==> src/logic/setup_pkg.sv <==
// Purpose: Shared constants and types for the device setup register block
// Assumes: AXI4-Lite register access, 25 MHz system clock
// Notes: Byte addresses are word aligned
package setup_pkg;
  // Register byte addresses
  localparam logic [7:0] ADDR_SETUP = 8'h20;
  localparam logic [7:0] ADDR_ALERT = 8'h24;
  localparam logic [7:0] ADDR_IRQ_STAT = 8'h28;
  localparam logic [7:0] ADDR_IRQ_MASK = 8'h2C;
  localparam logic [7:0] ADDR_LINK_STAT = 8'h30;

  // Setup fields, bit 7 down to bit 0
  typedef struct packed {
    logic alert_mode;
    logic output_idle_behaviour;
    logic status_append;
    logic regulator_enable;
    logic rsv3;
    logic interface_mode;
    logic command_cycle_select;
    logic rsv0;
  } setup_s;
  localparam logic [7:0] SETUP_RESET = 8'h10;

  // Interrupt event bit positions
  localparam int IRQ_ALERT = 0;
  localparam int IRQ_FRAME = 1;
  localparam int IRQ_REGCMD = 2;
  localparam int IRQ_W = 3;
  localparam logic [2:0] IRQ_RESET = 3'h0;

  // Link framing
  localparam int RESULT_W = 16;
  localparam int STATUS_W = 4;
  localparam int FRAME_W = RESULT_W + STATUS_W;
  localparam int CMD_W = 5;
  localparam logic [4:0] CMD_REG_MODE = 5'h14;
  localparam logic [4:0] BITCNT_RESET = 5'h00;

  // AXI responses
  localparam logic [1:0] RESP_OKAY = 2'h0;
  localparam logic [1:0] RESP_SLVERR = 2'h2;

  // Link-side pin group from the far party
  typedef struct packed {
    logic clk;
    logic cs_n;
    logic sdi;
  } link_in_s;

  // Frame sequencing
  typedef enum logic [1:0] {
    LK_IDLE = 2'b00,
    LK_SHIFT = 2'b01,
    LK_TAIL = 2'b11
  } link_state_e;
endpackage

==> src/logic/device_setup_block.sv <==
// Purpose: Device setup register with alert flags and serial output control
// Assumes: AXI4-Lite master on i_clk_sys; link clock sampled as a plain input
// Notes: Rules carried by this block are listed below
// Function
// - Setup register at 0x0020 holds eight read/write bits resetting to 0x10.
// - Bit 7 at 0 lets hysteresis clear the alert flags, at 1 disables that.
// - Reading the alert status register clears the flags it returned.
// - With bit 6 at 0 the data output holds its last value until the next MSB.
// - With bit 6 at 1 in conversion mode (bit 2 at 1) the data output shows busy at frame start and end.
// - Bit 5 at 1 appends status bits to each result, at 0 omits them.
// - Bit 4 enables the regulator and resets to 1.
// - Clearing bit 4 while the regulator feeds the core powers the core down.
// - Bit 2 picks register mode at 0 and conversion mode at 1, set by writing 1.
// - The register mode command clears bit 2.
// - Bit 1 picks two-cycle command mode at 0 and single-cycle at 1.
//
// Our own choice: the AXI4-Lite register port.
`timescale 1ns/10ps
module device_setup_block (
  // Clock and reset
  input wire logic i_clk_sys,
  input wire logic i_rst,
  // AXI4-Lite write address
  input wire logic i_awvalid,
  output logic o_awready,
  input wire logic [7:0] i_awaddr,
  // AXI4-Lite write data
  input wire logic i_wvalid,
  output logic o_wready,
  input wire logic [31:0] i_wdata,
  input wire logic [3:0] i_wstrb,
  // AXI4-Lite write response
  output logic o_bvalid,
  input wire logic i_bready,
  output logic [1:0] o_bresp,
  // AXI4-Lite read
  input wire logic i_arvalid,
  output logic o_arready,
  input wire logic [7:0] i_araddr,
  output logic o_rvalid,
  input wire logic i_rready,
  output logic [31:0] o_rdata,
  output logic [1:0] o_rresp,
  // Conversion results from the core, same clock
  input wire logic i_result_valid,
  input wire logic [2:0] i_result_chan,
  input wire logic [15:0] i_result_data,
  input wire logic i_above_upper,
  input wire logic i_below_lower,
  input wire logic i_within_hyst,
  input wire logic i_conv_busy,
  // Power strap, high when the core is fed externally
  input wire logic i_ext_core_supply,
  // Serial link pins
  input wire setup_pkg::link_in_s i_link,
  output logic o_sdo,
  // Setup outputs
  output logic o_regulator_enable,
  output logic o_core_powered,
  output logic o_conversion_mode,
  output logic o_command_cycle_select,
  output logic o_status_append,
  output logic o_alert_mode,
  // Interrupt
  output logic o_irq
);
  setup_pkg::setup_s setup;
  setup_pkg::link_state_e lk_state;
  logic [7:0] upper_alert_flag, lower_alert_flag, aw_addr;
  logic [2:0] irq_stat, irq_mask, ev, link_sync;
  logic [31:0] w_data, next_rdata;
  logic [15:0] alert_clr_mask;
  logic [3:0] w_strb;
  logic [4:0] bits_left, cmd_cnt;
  logic [setup_pkg::FRAME_W-1:0] shreg;
  logic [setup_pkg::CMD_W-1:0] cmd_shift;
  logic core_dead, aw_held, w_held, do_write, rd_take, next_rerr, alert_rd_clr, regcmd_seen;
  logic lk_clk, lk_cs_n, lk_sdi, lk_clk_d, lk_cs_d, lk_rise, lk_fall, frame_start, frame_end;
  // Write channel handshake: address and data taken in either order
  assign o_awready = !aw_held && !o_bvalid;
  assign o_wready = !w_held && !o_bvalid;
  assign do_write = aw_held && w_held && !o_bvalid;
  assign o_arready = !o_rvalid;
  assign rd_take = i_arvalid && o_arready;

  always_ff @(posedge i_clk_sys) begin
    if (i_rst) begin
      aw_held <= 1'b0;
      w_held <= 1'b0;
      aw_addr <= 8'h00;
      w_data <= 32'h0000_0000;
      w_strb <= 4'h0;
    end else begin
      if (i_awvalid && o_awready) begin
        aw_held <= 1'b1;
        aw_addr <= i_awaddr;
      end else if (do_write) begin
        aw_held <= 1'b0;
      end
      if (i_wvalid && o_wready) begin
        w_held <= 1'b1;
        w_data <= i_wdata;
        w_strb <= i_wstrb;
      end else if (do_write) begin
        w_held <= 1'b0;
      end
    end
  end

  // Write response one cycle after both halves are held
  always_ff @(posedge i_clk_sys) begin
    if (i_rst) begin
      o_bvalid <= 1'b0;
      o_bresp <= setup_pkg::RESP_OKAY;
    end else if (do_write) begin
      o_bvalid <= 1'b1;
      case (aw_addr)
        setup_pkg::ADDR_SETUP, setup_pkg::ADDR_ALERT, setup_pkg::ADDR_IRQ_STAT,
        setup_pkg::ADDR_IRQ_MASK, setup_pkg::ADDR_LINK_STAT: begin
          o_bresp <= setup_pkg::RESP_OKAY;
        end
        default: begin
          o_bresp <= setup_pkg::RESP_SLVERR;
        end
      endcase
    end else if (i_bready) begin
      o_bvalid <= 1'b0;
    end
  end

  // core power loss
  // Once the regulator is switched off while it feeds the core, the core stays down until reset
  always_ff @(posedge i_clk_sys) begin
    if (i_rst) begin
      core_dead <= 1'b0;
    end else if (!setup.regulator_enable && !i_ext_core_supply) begin
      core_dead <= 1'b1;
    end
  end

  always_ff @(posedge i_clk_sys) begin
    if (i_rst) begin
      setup <= setup_pkg::SETUP_RESET;
    end else if (core_dead) begin
      setup <= setup_pkg::SETUP_RESET & 8'hEF;
    end else if (do_write && aw_addr == setup_pkg::ADDR_SETUP && w_strb[0]) begin
      setup <= w_data[7:0];
    end else if (regcmd_seen) begin
      setup.interface_mode <= 1'b0;
    end
  end

  assign alert_rd_clr = rd_take && i_araddr == setup_pkg::ADDR_ALERT;
  assign alert_clr_mask = alert_rd_clr ? {upper_alert_flag, lower_alert_flag} : 16'h0000;

  // Alert flags; a new event in the clearing cycle wins
  always_ff @(posedge i_clk_sys) begin
    if (i_rst || core_dead) begin
      upper_alert_flag <= 8'h00;
      lower_alert_flag <= 8'h00;
    end else begin
      for (int c = 0; c < 8; c++) begin
        logic hit, up_set, lo_set, hys_clr;
        hit = i_result_valid && i_result_chan == c[2:0];
        up_set = hit && i_above_upper;
        lo_set = hit && i_below_lower;
        // hysteresis only when bit 7 is low
        hys_clr = hit && i_within_hyst && !setup.alert_mode;
        if (up_set) begin
          upper_alert_flag[c] <= 1'b1;
        end else if (alert_clr_mask[8+c] || hys_clr) begin
          upper_alert_flag[c] <= 1'b0;
        end
        if (lo_set) begin
          lower_alert_flag[c] <= 1'b1;
        end else if (alert_clr_mask[c] || hys_clr) begin
          lower_alert_flag[c] <= 1'b0;
        end
      end
    end
  end

  // Interrupt events
  assign ev[setup_pkg::IRQ_ALERT] = i_result_valid && !core_dead && (i_above_upper || i_below_lower);
  assign ev[setup_pkg::IRQ_FRAME] = frame_end;
  assign ev[setup_pkg::IRQ_REGCMD] = regcmd_seen;

  // Sticky status, write one to clear; set beats clear
  always_ff @(posedge i_clk_sys) begin
    if (i_rst) begin
      irq_stat <= setup_pkg::IRQ_RESET;
      irq_mask <= setup_pkg::IRQ_RESET;
    end else begin
      if (do_write && aw_addr == setup_pkg::ADDR_IRQ_STAT && w_strb[0]) begin
        irq_stat <= (irq_stat & ~w_data[2:0]) | ev;
      end else begin
        irq_stat <= irq_stat | ev;
      end
      if (do_write && aw_addr == setup_pkg::ADDR_IRQ_MASK && w_strb[0]) begin
        irq_mask <= w_data[2:0];
      end
    end
  end

  assign o_irq = |(irq_stat & irq_mask);

  // Read mux
  always_comb begin
    next_rdata = 32'h0000_0000;
    next_rerr = 1'b0;
    case (i_araddr)
      setup_pkg::ADDR_SETUP: begin
        next_rdata[7:0] = setup;
      end
      setup_pkg::ADDR_ALERT: begin
        next_rdata[15:0] = {upper_alert_flag, lower_alert_flag};
      end
      setup_pkg::ADDR_IRQ_STAT: begin
        next_rdata[2:0] = irq_stat;
      end
      setup_pkg::ADDR_IRQ_MASK: begin
        next_rdata[2:0] = irq_mask;
      end
      setup_pkg::ADDR_LINK_STAT: begin
        next_rdata[4:0] = {core_dead, lk_state, o_sdo, lk_cs_n};
      end
      default: begin
        next_rerr = 1'b1;
      end
    endcase
  end

  // Read answer one cycle after the address is taken
  always_ff @(posedge i_clk_sys) begin
    if (i_rst) begin
      o_rvalid <= 1'b0;
      o_rdata <= 32'h0000_0000;
      o_rresp <= setup_pkg::RESP_OKAY;
    end else if (rd_take) begin
      o_rvalid <= 1'b1;
      o_rdata <= next_rdata;
      o_rresp <= next_rerr ? setup_pkg::RESP_SLVERR : setup_pkg::RESP_OKAY;
    end else if (i_rready) begin
      o_rvalid <= 1'b0;
    end
  end

  // Link pins cross into the system clock; clock and select go in inverted so reset reads them idle high
  pin_sync3 #(.W(3)) u_link_sync (
    .i_clk_sys(i_clk_sys),
    .i_rst(i_rst),
    .i_async({~i_link.clk, ~i_link.cs_n, i_link.sdi}),
    .o_level(link_sync)
  );
  assign lk_clk = ~link_sync[2];
  assign lk_cs_n = ~link_sync[1];
  assign lk_sdi = link_sync[0];
  // Edge finding on the filtered levels; history starts at the idle level, so no false frame after reset
  always_ff @(posedge i_clk_sys) begin
    if (i_rst) begin
      lk_clk_d <= 1'b1;
      lk_cs_d <= 1'b1;
    end else begin
      lk_clk_d <= lk_clk;
      lk_cs_d <= lk_cs_n;
    end
  end
  assign lk_rise = lk_clk && !lk_clk_d && !lk_cs_n;
  assign lk_fall = !lk_clk && lk_clk_d && !lk_cs_n;
  assign frame_start = !lk_cs_n && lk_cs_d;
  assign frame_end = lk_cs_n && !lk_cs_d;

  // Conversion frame shifter: MSB appears at the first falling link edge
  always_ff @(posedge i_clk_sys) begin
    if (i_rst) begin
      lk_state <= setup_pkg::LK_IDLE;
      shreg <= '0;
      bits_left <= setup_pkg::BITCNT_RESET;
    end else begin
      case (lk_state)
        setup_pkg::LK_IDLE: begin
          if (frame_start && setup.interface_mode && !core_dead) begin
            lk_state <= setup_pkg::LK_SHIFT;
            if (setup.status_append) begin
              shreg <= {i_result_data, i_result_chan, |{upper_alert_flag, lower_alert_flag}};
              bits_left <= 5'(setup_pkg::FRAME_W);
            end else begin
              shreg <= {i_result_data, {setup_pkg::STATUS_W{1'b0}}};
              bits_left <= 5'(setup_pkg::RESULT_W);
            end
          end
        end
        setup_pkg::LK_SHIFT: begin
          if (frame_end) begin
            lk_state <= setup_pkg::LK_IDLE;
          end else if (lk_fall) begin
            shreg <= {shreg[setup_pkg::FRAME_W-2:0], 1'b0};
            bits_left <= bits_left - 5'h01;
            if (bits_left == 5'h01) begin
              lk_state <= setup_pkg::LK_TAIL;
            end
          end
        end
        setup_pkg::LK_TAIL: begin
          if (frame_end) begin
            lk_state <= setup_pkg::LK_IDLE;
          end
        end
        default: begin
          lk_state <= setup_pkg::LK_IDLE;
        end
      endcase
    end
  end
  // Serial data output; the last bit stands through the tail so the host can still sample it
  always_ff @(posedge i_clk_sys) begin
    if (i_rst) begin
      o_sdo <= 1'b0;
    end else if (lk_state == setup_pkg::LK_SHIFT && lk_fall) begin
      o_sdo <= shreg[setup_pkg::FRAME_W-1];
    end else if (setup.output_idle_behaviour && setup.interface_mode && !core_dead
                 && (lk_state == setup_pkg::LK_IDLE || bits_left == 5'(setup_pkg::FRAME_W)
                 || (bits_left == 5'(setup_pkg::RESULT_W) && !setup.status_append))) begin
      o_sdo <= i_conv_busy;
    end
    // otherwise the last value is held
  end

  // Command capture: first bits of each frame on rising link edges
  always_ff @(posedge i_clk_sys) begin
    if (i_rst) begin
      cmd_cnt <= setup_pkg::BITCNT_RESET;
      cmd_shift <= '0;
      regcmd_seen <= 1'b0;
    end else begin
      regcmd_seen <= 1'b0;
      if (frame_start) begin
        cmd_cnt <= setup_pkg::BITCNT_RESET;
      end else if (lk_rise && cmd_cnt < 5'(setup_pkg::CMD_W)) begin
        cmd_shift <= {cmd_shift[setup_pkg::CMD_W-2:0], lk_sdi};
        cmd_cnt <= cmd_cnt + 5'h01;
      end
      if (frame_end && setup.interface_mode && cmd_cnt == 5'(setup_pkg::CMD_W)
          && cmd_shift == setup_pkg::CMD_REG_MODE) begin
        regcmd_seen <= 1'b1;
      end
    end
  end

  assign o_regulator_enable = setup.regulator_enable;
  assign o_core_powered = !core_dead;
  assign o_conversion_mode = setup.interface_mode;
  assign o_command_cycle_select = setup.command_cycle_select;
  assign o_status_append = setup.status_append;
  assign o_alert_mode = setup.alert_mode;
endmodule

==> src/logic/pin_sync3.sv <==
// Purpose: Three-stage synchroniser with agreement filter
// Assumes: Inputs are asynchronous to i_clk_sys
// Notes: Output changes only once stages two and three agree
`timescale 1ns/10ps
module pin_sync3 #(
  parameter int W = 1
) (
  // Clock and reset
  input wire logic i_clk_sys,
  input wire logic i_rst,
  // Raw and filtered levels
  input wire logic [W-1:0] i_async,
  output logic [W-1:0] o_level
);
  logic [W-1:0] s1;
  logic [W-1:0] s2;
  logic [W-1:0] s3;

  // First stage feeds only the second; the filter reads stages two and three
  always_ff @(posedge i_clk_sys) begin
    if (i_rst) begin
      s1 <= '0;
      s2 <= '0;
      s3 <= '0;
      o_level <= '0;
    end else begin
      s1 <= i_async;
      s2 <= s1;
      s3 <= s2;
      for (int i = 0; i < W; i++) begin
        if (s2[i] == s3[i]) begin
          o_level[i] <= s3[i];
        end
      end
    end
  end
endmodule

==> config.mk <==
export PLATFORM = sky130hd
export DESIGN_NAME = device_setup_block
export DESIGN_NICKNAME = d
export VERILOG_FILES = /design/src/logic/setup_pkg.sv /design/src/logic/device_setup_block.sv /design/src/logic/pin_sync3.sv
export SDC_FILE = /design/constraint.sdc
export NUM_CORES = 1
export LEC_CHECK = 0
export ABC_AREA = 1
export BUFFER_PORTS_ARGS = -buffer_cell sky130_fd_sc_hd__buf_4
export CAP_MARGIN = 20
export CELL_PAD_IN_SITES_DETAIL_PLACEMENT = 1
export CELL_PAD_IN_SITES_GLOBAL_PLACEMENT = 1
export CORE_UTILIZATION = 30
export DETAILED_ROUTE_END_ITERATION = 8
export PLACE_DENSITY_LB_ADDON = 0.12
export REMOVE_ABC_BUFFERS = 1
export SLEW_MARGIN = 30
export SYNTH_ARGS = -nofsm -noshare
export SYNTH_HDL_FRONTEND = slang
export SYNTH_SLANG_ARGS = --single-unit
export TNS_END_PERCENT = 20
==> constraint.sdc <==
create_clock -name i_clk_sys -period 1.79 [get_ports i_clk_sys]
set_input_delay 0 -clock i_clk_sys [delete_from_list [all_inputs] [get_ports i_clk_sys]]
set_output_delay 0 -clock i_clk_sys [all_outputs]
set_load 0.1 [all_outputs]
==> results.cfg <==
[yosys]
syn_inst = 788
yosys_warnings = 0
synth_top_area_cell = dfxtp_1
syn_area_per_cell_sq_um = 7.08
ys_top_cells_by_area = dfxtp_1 (44%), nand2_1 (12%), nor2_1 (8.1%), a21oi_1 (5.7%), nand3_1 (5.7%)
async_reset_ff_share_pct = 0
synth.top_cell.area_share_pct = 44.1
yosysMostFrequentCell = nand2_1
ys_seq_area_share_pct = 44.1
synth_area_sq_um = 5580
yosys_most_used_dff = dfxtp_1
synth_edf_count = 0
ys_ff_latch = 123
synth_cell_types = 41
ys_top_cells_by_count = nand2_1 (174), dfxtp_1 (123), nor2_1 (121)

[job]
maxCapViolCount = 0

[global_route]
grt_pass1_vias = 5481
grt_max_degree = 44
antenna_found_initial = 0
grt-ovfl-total = 0
grt_pass1_wl_um = 26700
grt_usage_pct = 17.6

[detailed_routing]
vias = 5422
drtAntennaViolNets = 0
drc = 20
drt-initial-drc-count = 253
first_pass_iters = 8
wl_um = 16200
routedWlPerCell_um = 13.9
vias_per_cell = 4.63

[setup_path]
worstPathArrival_ns = 1.88
cp.required_ns = 2.08
startpoint_type = register
crit_fanout = 23
critPathLaunch = u_link_sync.o_level[1]
cp-end-kind = register
worst-setup-path-type = reg2reg
reg2reg_slack_ns = 0.19
reg2reg_from = u_link_sync.o_level[1]

[status]
violations = DRC
status = complete, but fails checks

[cts]
postCtsSetupBuffers = 0
ctsLongestPathBuffers = 2
insertion_delay_ns = 0.41
cts_buffers = 17
cts-resized-gates = 0
cts_hold_buffers = 47
clockRootBuffer = clkbuf_16
cts_num_sinks = 123
htreeDepth = 4
cts_tree = done
clkTransAtPathRegs_ns = 0.05

[power]
power_density_nw_per_um2 = 952
leakage_nw = 3.24
ir_drop_mv = 0.651
power_mw = 7.13

[placed_design]
gp_congestion = 0.833
dp_hpwl_um = 11900
dp_cells = 1092
preCtsSetupSlack_ns = 0.191
io_buffer_count = 90

[die]
core_sq_um = 18100
die_y_um = 138
row_count = 49
dieWidth_um = 138
die_area_sq_um = 19100
num_io_pins = 136
start_util_pct = 30.8

[timing]
max_freq_ghz = 0.627
period_needed_ns = 1.60
worst_pin_slew_ns = 0.606
setup_viol_count_final = 0
slew_viol_final = 0
rsz0062_at_grt = false
fin_crit_sh_pct = 89.1
fin_skew_ns = 0.00488
hold_viol = 0
worst_slack_ns = 0.194
slew_headroom_pct = 59.5

[hold_path]
min-delay-start = i_result_chan[1]
hp-class = in2reg

[final_layout]
drive_gt1_share_pct = 19.1
nets = 1020
antenna_cells = 0
area_growth_pct = 34.2
fin_util_pct = 41.4
stdcell_count = 1171
-- registers in the layout, indices dropped and copies added (netlist names), 2 cells and up --
signal               flops
aw_addr                  8
bits_left                5
cmd_cnt                  5
cmd_shift                5
irq_mask                 3
irq_stat                 3
lk_state                 2
lower_alert_flag         8
o_rdata                 16
setup                    3
shreg                   20
u_link_sync.o_level      3
u_link_sync.s1           3
u_link_sync.s2           3
u_link_sync.s3           3
upper_alert_flag         8
w_data                   8
-- worst max-delay path, stage by stage, from the launching register on --
cell,delay (ns)
dfxtp_1,0.46
inv_2,0.11
nor3_4,0.27
nand2_4,0.12
nand2_8,0.16
inv_4,0.17
nand2_1,0.12
a21oi_2,0.06
-- power by group --
group          leakage, nW  switching, mW  total (mW)  internal [mW]
clock                0.294           1.20        3.38           2.18
sequential           0.999         0.0476        2.86           2.81
combinational         1.95          0.614       0.892          0.278
-- cells by family after synthesis --
| kind of cell | count (synthesis) | share of synthesized area [%] |
|---|---|---|
| buffers and inverters | 115 | 9.89 |
| adder cells (fa/ha/maj) | 4 | 0.897 |
| flip-flops | 123 | 44.1 |
| AO/OA/AOI/OAI | 136 | 12.7 |
| XOR/XNOR | 3 | 0.471 |
| other | 1 | 0.0672 |
| AND/OR/NAND/NOR | 406 | 31.8 |
-- metal layers --
layer | share of wire (%) | vias up | routed length [um] | track usage (%)
met5 | 0 | - | 0 | 0
met4 | 1.2 | 0 | 199 | 6.03
li1 | - | 2772 | - | -
met2 | 48 | 97 | 7880 | 30.2
met1 | 47 | 2540 | 7630 | 21.6
met3 | 3.3 | 13 | 537 | 3.84
-- metrics by stage --
step	area, sq um	TNS (ns)	hold slack (ns)
final	7490	0	0.0172
after global routing	7490	0	0.0449
after CTS	7490	0	0.00628
after detailed placement	6440	0	0.154
after global placement	6440	0	0.150
after floorplan	5350	-63.10	0.0624
-- worst paths after layout --
check                           cells after the start                   to
worst min-delay path                                5  lower_alert_flag[6]
worst min register to register                      2    u_link_sync.s2[0]
worst max-delay path                                7         bits_left[4]
worst max register to register                      7         bits_left[4]
-- cell type report --
type	count	area, sq um
clock buffers	24	492
well taps	229	287
multi-input cells	567	2630
clock inverters	8	90.1
fillers	2237	10600
repair buffers	152	1270
flip-flops and latches	123	2460
inverters	68	258
-- cell usage in the layout, fill, tap and decap left out, drive strengths merged, types with 3 or more instances in the layout --
cell         count
o21ai           63
dfxtp          123
nor2           146
nor3             7
dlygate4sd3     47
nand2          180
inv             66
a21oi           67
buf            105
nand3           63
clkinv           8
nand3b           3
ha               4
nand4            4
conb            18
clkbuf          24
Power figures use the tool's default switching activity.
